`config.mk`:
```
export PLATFORM = sky130hd
export DESIGN_NAME = adcp_conv_flat
export DESIGN_NICKNAME = d
export VERILOG_FILES = /design/src/adcp_pkg.sv /design/src/adcp_link_if.sv /design/src/adcp_conv.sv /design/src/flat_wrapper.sv
export SDC_FILE = /design/constraint.sdc
export NUM_CORES = 1
export LEC_CHECK = 0
export ABC_AREA = 0
export CORE_ASPECT_RATIO = 0.75
export CORE_MARGIN = 2
export CORE_UTILIZATION = 70
export CTS_BUF_LIST = sky130_fd_sc_hd__clkbuf_8
export DETAILED_ROUTE_END_ITERATION = 8
export DONT_BUFFER_PORTS = 1
export PLACE_DENSITY = 0.85
export RECOVER_POWER = 50
export SETUP_SLACK_MARGIN = 0.4
export SYNTH_ARGS = -nofsm -noshare
export SYNTH_HDL_FRONTEND = slang
export SYNTH_SLANG_ARGS = --single-unit
```
`constraint.sdc`:
```
create_clock -name sys_clk -period 4.9 [get_ports sys_clk]
set_clock_uncertainty 0.15 [all_clocks]
set_input_delay 0.49 -clock sys_clk [delete_from_list [all_inputs] [get_ports sys_clk]]
set_output_delay 0.49 -clock sys_clk [all_outputs]
set_load 0.02 [all_outputs]
```
`src/adcp_pkg.sv`:
```
/*
  Shared constants for the two-wire converter port: timing, widths and
  channel encodings used by the converter end and the host end.
  Assumes a 50 MHz system clock on both ends.
*/
package adcp_pkg;

  // ---------------------------------------------------------------
  // Clock and timing
  // ---------------------------------------------------------------
  localparam int unsigned SYS_CLK_HZ = 50_000_000;
  localparam int unsigned SYS_PERIOD_NS = 1_000_000_000 / SYS_CLK_HZ;
  // Least pulse width that must pass the line filter
  localparam int unsigned FILT_MIN_NS = 50;
  // Least time that counts as a real pulse, rounded up
  localparam int unsigned FILT_CYC =
    (FILT_MIN_NS + SYS_PERIOD_NS - 1) / SYS_PERIOD_NS;
  localparam int unsigned FILT_CW = 4;

  // ---------------------------------------------------------------
  // Result word
  // ---------------------------------------------------------------
  localparam int unsigned RES_FULL = 16;
  localparam int unsigned RES_MIN = 10;
  localparam int unsigned MAX_REDUCE = RES_FULL - RES_MIN;
  localparam int unsigned RES_CW = 5;
  localparam int unsigned RED_CW = 3;
  localparam logic [RES_FULL-1:0] CODE_POS_FULL = 16'h7fff;
  localparam logic [RES_FULL-1:0] CODE_NEG_FULL = 16'h8001;
  localparam logic [RES_FULL-1:0] CODE_RESERVED = 16'h8000;

  // Converter internal timing in system clocks
  localparam int unsigned REDUCE_WINDOW_CYC = 2000;
  localparam int unsigned CONV_FULL_CYC = 64000;
  localparam int unsigned TIME_CW = 20;

  // Host link clock half period, in system clocks
  localparam int unsigned HOST_HALF_CYC = 4;
  localparam int unsigned HOST_DIV_CW = 8;

  // Channel index width
  localparam int unsigned CHAN_W = 2;

  // Idle levels of both lines
  localparam logic LINE_IDLE = 1'b1;

endpackage : adcp_pkg

```
`src/adcp_link_if.sv`:
```
/*
  Two-wire link between the host and the converter port.
  The clock line is host driven; the result line is push-pull from the
  converter. Both ends use the system clock.
*/
`timescale 1ns/1ps
`default_nettype none

interface adcp_link_if;
  logic conv_clk;     // Conversion clock line, host output
  logic result_line;  // Result line, converter output

  modport conv (input conv_clk, output result_line);
  modport host (output conv_clk, input result_line);
endinterface : adcp_link_if

`default_nettype wire

```
`src/adcp_conv.sv`:
```
/*
  Converter end of the two-wire port: start and resolution-reduction
  decode, busy and acknowledge signalling, result shift-out.
  Assumes the host drives the clock line; the analog modulator is
  replaced by a sample word from the user side.
*/
// Notes on behaviour
// - Idle: sleep, both lines high
// - Idle falling edge starts, latches channel
// - Channel select 00..11 maps to 1..4
// - Window falling edge drops one bit, halves time
// - Floor 10 bits; extra reductions ignored
// - Accepted reduction acknowledged by high line
// - Acknowledge ends on clock high or window end
// - Line low as busy during conversion
// - Completion drives line high, sleeps, holds result
// - Each falling edge shifts one bit, sign first
// - Result in two's complement, sign plus magnitude
// - Full code span excludes 8000 reserved code
// - Seventeen falling edges per full cycle
// - Clock line filtered against short pulses
// - High-low-high sampling tells start or reduction
// - Host reads X11 data, X00 ambiguous
// - Host waits for line rise before readout
// - Host resynchronises by hunting start pattern; adcp_host has no such hunt
`timescale 1ns/1ps
`default_nettype none

module adcp_conv #(
  parameter int unsigned REDUCE_WINDOW = adcp_pkg::REDUCE_WINDOW_CYC,
  parameter int unsigned CONV_FULL = adcp_pkg::CONV_FULL_CYC
) (
  input wire logic sys_clk,
  input wire logic rstn,
  adcp_link_if.conv link,
  input wire logic chan_sel_hi,
  input wire logic chan_sel_lo,
  input wire logic [adcp_pkg::RES_FULL-1:0] sample_word,
  output logic [adcp_pkg::CHAN_W-1:0] chan_q,
  output logic busy_q,
  output logic [adcp_pkg::RES_CW-1:0] res_q
);

  // ---------------------------------------------------------------
  // Types and state
  // ---------------------------------------------------------------
  typedef enum logic [1:0] {ADCP_SLEEP, ADCP_CONV, ADCP_READY} adcp_st_t;
  adcp_st_t st_q;

  logic clk_s1_q, clk_s2_q, clk_f_q;
  logic [adcp_pkg::FILT_CW-1:0] filt_cnt_q;
  logic [adcp_pkg::TIME_CW-1:0] win_q, dur_q;
  logic [adcp_pkg::RED_CW-1:0] red_q;
  logic [adcp_pkg::RES_FULL-1:0] sh_q;
  logic [adcp_pkg::RES_CW-1:0] left_q;
  logic line_q;
  logic [adcp_pkg::CHAN_W-1:0] sel_s1_q, sel_s2_q;

  // ---------------------------------------------------------------
  // Pin synchroniser and glitch filter
  // ---------------------------------------------------------------
  // Two stages before anything looks at the pin
  always_ff @(posedge sys_clk or negedge rstn) begin
    if (!rstn) begin
      clk_s1_q <= adcp_pkg::LINE_IDLE;
      clk_s2_q <= adcp_pkg::LINE_IDLE;
    end else begin
      clk_s1_q <= link.conv_clk;
      clk_s2_q <= clk_s1_q;
    end
  end

  // Channel pins settle well before the start edge clears the filter
  always_ff @(posedge sys_clk or negedge rstn) begin
    if (!rstn) begin
      sel_s1_q <= '0;
      sel_s2_q <= '0;
    end else begin
      sel_s1_q <= {chan_sel_hi, chan_sel_lo};
      sel_s2_q <= sel_s1_q;
    end
  end

  // Level must differ for FILT_CYC clocks before it is taken
  wire filt_diff = (clk_s2_q != clk_f_q);
  wire filt_take = filt_diff &&
    (filt_cnt_q == adcp_pkg::FILT_CW'(adcp_pkg::FILT_CYC - 1));
  always_ff @(posedge sys_clk or negedge rstn) begin
    if (!rstn) begin
      clk_f_q <= adcp_pkg::LINE_IDLE;
      filt_cnt_q <= '0;
    end else begin
      filt_cnt_q <= (filt_diff && !filt_take) ?
        filt_cnt_q + 1'b1 : '0;
      if (filt_take) clk_f_q <= clk_s2_q;
    end
  end

  wire fall = filt_take && clk_f_q;   // Filtered falling edge
  wire rise = filt_take && !clk_f_q;  // Filtered rising edge

  // ---------------------------------------------------------------
  // Decode
  // ---------------------------------------------------------------
  wire in_win = (st_q == ADCP_CONV) && (win_q != '0);
  wire can_red = in_win && (red_q != adcp_pkg::RED_CW'(adcp_pkg::MAX_REDUCE));
  wire start = (st_q == ADCP_SLEEP) && fall;
  wire red_acc = fall && can_red;
  wire done = (st_q == ADCP_CONV) && (win_q == '0) && (dur_q == '0);
  wire shift = (st_q == ADCP_READY) && fall && (left_q != '0);

  // Full duration halved once per accepted reduction
  wire [adcp_pkg::TIME_CW-1:0] dur_full = adcp_pkg::TIME_CW'(CONV_FULL);
  wire [adcp_pkg::TIME_CW-1:0] win_full = adcp_pkg::TIME_CW'(REDUCE_WINDOW);

  // Clamp the reserved code to negative full scale
  wire [adcp_pkg::RES_FULL-1:0] code_ok =
    (sample_word == adcp_pkg::CODE_RESERVED) ?
    adcp_pkg::CODE_NEG_FULL : sample_word;

  // ---------------------------------------------------------------
  // Conversion sequencer
  // ---------------------------------------------------------------
  always_ff @(posedge sys_clk or negedge rstn) begin
    if (!rstn) begin
      st_q <= ADCP_SLEEP;
      chan_q <= '0;
      win_q <= '0;
      dur_q <= '0;
      red_q <= '0;
    end else begin
      unique case (st_q)
        ADCP_SLEEP, ADCP_READY: begin
          if (start || ((st_q == ADCP_READY) && fall && left_q == '0)) begin
            st_q <= ADCP_CONV;
            chan_q <= sel_s2_q;
            win_q <= win_full;
            dur_q <= dur_full;
            red_q <= '0;
          end
        end
        ADCP_CONV: begin
          if (win_q != '0) win_q <= win_q - 1'b1;
          else if (dur_q != '0) dur_q <= dur_q - 1'b1;
          if (red_acc) begin
            red_q <= red_q + 1'b1;
            dur_q <= dur_q >> 1;
          end
          if (done) st_q <= ADCP_READY;
        end
        default: st_q <= ADCP_SLEEP;
      endcase
    end
  end

  // ---------------------------------------------------------------
  // Result register and shifter
  // ---------------------------------------------------------------
  // Low bits dropped per reduction; word is left-aligned
  always_ff @(posedge sys_clk or negedge rstn) begin
    if (!rstn) begin
      sh_q <= '0;
      left_q <= '0;
    end else if (done) begin
      sh_q <= code_ok;
      left_q <= adcp_pkg::RES_CW'(adcp_pkg::RES_FULL) -
        adcp_pkg::RES_CW'(red_q);
    end else if (shift) begin
      sh_q <= {sh_q[adcp_pkg::RES_FULL-2:0], 1'b0};
      left_q <= left_q - 1'b1;
    end
  end

  // ---------------------------------------------------------------
  // Result line drive
  // ---------------------------------------------------------------
  // High after start or reduction until clock rise or window end, so
  // the host tells the two apart by sampling
  wire line_drop = rise || !in_win;
  always_ff @(posedge sys_clk or negedge rstn) begin
    if (!rstn) begin
      line_q <= adcp_pkg::LINE_IDLE;
    end else begin
      if (start) line_q <= 1'b1;    // Start shows 1-1-0
      else if (st_q == ADCP_CONV) begin
        if (done) line_q <= 1'b1;
        else if (red_acc) line_q <= 1'b1;
        else if (line_drop)
          line_q <= 1'b0;                            // Busy
      end else if (shift)
        line_q <= sh_q[adcp_pkg::RES_FULL-1];
      else if (st_q == ADCP_READY && left_q == '0 && rise)
        line_q <= adcp_pkg::LINE_IDLE;  // Rest high after last bit
    end
  end

  assign link.result_line = line_q;
  always_ff @(posedge sys_clk or negedge rstn) begin
    if (!rstn) begin
      busy_q <= 1'b0;
      res_q <= adcp_pkg::RES_CW'(adcp_pkg::RES_FULL);
    end else begin
      busy_q <= (st_q == ADCP_CONV);
      res_q <= adcp_pkg::RES_CW'(adcp_pkg::RES_FULL) -
        adcp_pkg::RES_CW'(red_q);
    end
  end

endmodule : adcp_conv

`default_nettype wire

```
`src/flat_wrapper.sv`:
```
// flat-port wrapper written by rule: the top's interface ports become plain ports
module adcp_conv_flat 
#(
  parameter int unsigned REDUCE_WINDOW = adcp_pkg::REDUCE_WINDOW_CYC,
  parameter int unsigned CONV_FULL = adcp_pkg::CONV_FULL_CYC
)
  (sys_clk, rstn, chan_sel_hi, chan_sel_lo, sample_word, chan_q, busy_q, res_q, link_conv_clk, link_result_line);
  adcp_link_if link_i ();
  input wire logic sys_clk;
  input wire logic rstn;
  input wire logic chan_sel_hi;
  input wire logic chan_sel_lo;
  input wire logic [adcp_pkg::RES_FULL-1:0] sample_word;
  output logic [adcp_pkg::CHAN_W-1:0] chan_q;
  output logic busy_q;
  output logic [adcp_pkg::RES_CW-1:0] res_q;
  input wire logic [$bits(link_i.conv_clk)-1:0] link_conv_clk;
  output wire logic [$bits(link_i.result_line)-1:0] link_result_line;
  assign link_i.conv_clk = link_conv_clk;
  assign link_result_line = link_i.result_line;
  adcp_conv #(.REDUCE_WINDOW(REDUCE_WINDOW), .CONV_FULL(CONV_FULL)) u_core (.sys_clk(sys_clk), .rstn(rstn), .link(link_i), .chan_sel_hi(chan_sel_hi), .chan_sel_lo(chan_sel_lo), .sample_word(sample_word), .chan_q(chan_q), .busy_q(busy_q), .res_q(res_q));
endmodule
```
==> impl_metrics.csv <==
group,metric,value,unit
sta,hold_viol,0,
die,start_util,0.725,
clocking,numCtsBuffers,9,
final_layout,nets,528,
route,drc,0,
clocking,insertion_delay,0.35,ns
route,vias,3859,
final_layout,fin_area,4780,sq um
placement,io_buffers,0,
die,die-height,74.0,microns
route,antenna_left,0,
final_layout,fillerInstances,441,
sta,period_share,0.698,
worst_setup_path,worst_setup_path_end_kind,"flop",
flow_run,max-cap-violations,1,
grt,grt-ovfl-total,0,
placement,place.gp.congestion,1.01,
sta,setup_tns,0,ns
clocking,clk_pin_slew,0.09,ns
grt,grt_usage,0.305,
die,core-area,6320,sq um
synth,yosysWarnings,0,
worst_setup_path,critPathMaxStageDelay,0.99,ns
worst_setup_path,arrival,3.50,ns
sta,tightest_slew,2.07,ns
clocking,clockBufferDepth,2,
synth,synth_area_leaders,"dfrtp_1 44%, nand2_1 5.5%, nand3_1 4.5%",
grt,antenna_found_initial,0,
synth,synth_commonest_cells,"81 x dfrtp_1, 67 x nand2_1, 46 x nor2_1, 41 x nand3_1, 31 x o21ai_0",
placement,dp_slack,1.58,ns
min_path,worstHoldPathType,"input port to flop",
die,num_rows,25,
placement,placed_area,4570,sq um
final_layout,multi_input_area,2230,sq um
synth,synth_area,4580,sq um
route,first_pass_iters,5,
grt,grt_max_degree,87,
sta,slew_headroom,-0.381,
synth,synth.most_common_cell,"dfrtp_1",
sta,setup_viol,0,
worst_setup_path,cp_slowest_cell,"o21ai_0",
worst_setup_path,path_max_fanout,14,
sta,worst_slack,1.48,ns
worst_setup_path,critPathTopFamily,"compound AO/OA/AOI/OAI gates",
final_layout,syn2layout_area_growth,4.48,%
power,ir_drop,0.000352,V
synth,synth_nets,534,
worst_setup_path,crit_chain,"inv_1 > ha_1 > nor4b_1 > nand2_1 > o21ai_0 > o21ai_0 > a211oi_1 > a21oi_1",
placement,place_hpwl,7.09,mm
worst_setup_path,crit_top_cell,"o21ai_0",
clocking,cts_tree,"done",
outcome,status,"finished with violations",
synth,synth_cell_type_count,63,
clocking,clockRootBuffer,"clkbuf_8",
synth,syn-instance-count,503,
worst_setup_path,required,4.98,ns
synth,synthFlopType,"dfrtp_1",
grt,grt_pass1_wl,17.5,mm
die,fp.dieArea,7210,sq um
clocking,cts_sinks,86,
sta,drv_slew,87,
synth,ys_ff_latch,86,
grt,grt_pass1_vias,3615,
outcome,violations,"max-capacitance violations, max-slew violations",
sta,layout_min_cycle_time,3.42,ns
synth,synth_largest_area_cell,"dfrtp_1",
route,wl,10.6,mm
worst_setup_path,crit_type,"flop to flop",
worst_setup_path,worstSetupStartpointType,"flop",
synth,synth_top_area_frac,0.443,
power,powerDensity,528,nW/um^2
sta,clock.fmax,292,MHz
route,wire_per_inst,18.2,microns
synth,avgSynthCellArea,9.10,sq um
synth,synthArstFlopShare,1.00,
die,fp.dieW,97.4,microns
die,io_pins,30,
clocking,cts_setup_buffers,0,
route,drt-initial-drc-count,452,
worst_setup_path,worstPathBufferInverterCount,1,
clocking,ctsHtreeMaxLevel,3,
route,viasPerCell,6.62,
synth,synth_edf_count,0,
sta,rsz0062_at_grt,"no",
final_layout,drive_gt1_frac,0.0817,
synth,ys_seq_area_frac,0.471,
final_layout,antennaDiodeCount,0,
power,p_leak,2.03,nW
final_layout,regArea,2160,sq um
worst register-to-register path, stage by stage (launching register included):
cell and delay [ns]:
dfrtp_1 0.41, inv_1 0.09, ha_1 0.19, nor4b_1 0.49
nand2_1 0.16, o21ai_0 0.99, o21ai_0 0.45, a211oi_1 0.31
a21oi_1 0.07
repair_timing:
| action | in CTS | in global routing |
|---|---|---|
| hold endpoints to repair | 89 | 0 |
| gates resized for setup | 0 | 0 |
| setup endpoints to repair | 0 | 0 |
| hold buffers | 5 | 0 |
metal layers:
layer,GRT usage,share of wire
met4,0.0926,0.013
met5,0,0
met3,0.0667,0.085
met1,0.433,0.44
met2,0.484,0.46
path summary, 6_finish.rpt:
check / from / end / slack [ns] / cells after the start
setup / recovery: u_core.win_q[0] / u_core.dur_q[12] / 1.48 / 8
setup reg to reg: u_core.win_q[0] / u_core.dur_q[12] / 1.48 / 8
max in group asynchronous: rstn / u_core.chan_q[1] / 2.27 / 2
hold / removal: sample_word[7] / u_core.sh_q[7] / 0.11 / 2
hold reg to reg: u_core.clk_s1_q / u_core.clk_s2_q / 0.21 / 0
min in group asynchronous: rstn / u_core.dur_q[4] / 1.14 / 2
state kept, by name, indices dropped and copies added, names as in the netlist:
register,flops
u_core.sel_s2_q,2
u_core.sh_q,16
u_core.res_q,5
u_core.dur_q,20
u_core.clk_f_q,1
u_core.clk_s1_q,1
u_core.filt_cnt_q,4
u_core.win_q,20
u_core.red_q,3
u_core.chan_q,2
u_core.link.result_line,1
u_core.busy_q,1
u_core.st_q,2
u_core.sel_s1_q,2
u_core.clk_s2_q,1
u_core.left_q,5
cell families after synthesis:
| family | count (synthesis) | share of synthesized area |
|---|---|---|
| simple gates | 245 | 0.279 |
| compound gates | 100 | 0.135 |
| flops | 86 | 0.471 |
| buf+inv | 39 | 0.0415 |
| xor+xnor | 16 | 0.0306 |
| fa+ha+maj | 10 | 0.0273 |
| mux | 7 | 0.0156 |
area by class of cell:
class,count,area share
Inverter,14,0.0110
Clock inverter,7,0.0105
Tap cell,81,0.0212
Multi-Input combinational cell,378,0.466
Sequential cell,86,0.451
Timing Repair Buffer,8,0.0141
Clock buffer,9,0.0259
placed cells by master, fill, tap and decap left out, drive strengths merged, types with 4 or more instances in the layout:
master	n
dlygate4sd3	4
or3	5
o211ai	11
xnor2	8
and3	6
mux2i	6
nand3	41
a21oi	26
xor2	8
a211oi	6
o31ai	6
nor2b	4
nor3	17
a31oi	4
o21ai	32
ha	10
dfrtp	81
nor2	47
nand2	67
nand2b	5
dfstp	5
or4	8
nor4	22
clkbuf	10
inv	16
power breakdown:
group          internal [mW]  switching [mW]  leakage, nW  total (mW)
Clock                  0.185           0.260       0.0870       0.445
Combinational          0.328           0.547        0.890       0.875
Sequential             0.944           0.262         1.05        1.21
stage by stage:
step | power, mW | std cells | utilization | hold WS (ns)
floorplan | 1.83 | 503 | - | 0.0444
global placement | 1.99 | 562 | 0.723 | 0.0472
detailed placement | 2.04 | 562 | 0.723 | 0.0468
CTS | 2.51 | 583 | 0.761 | 0.103
global route | 2.70 | 583 | 0.757 | 0.102
finish | 2.53 | 583 | 0.757 | 0.109
No activity file was read; power rests on OpenSTA's default activity.
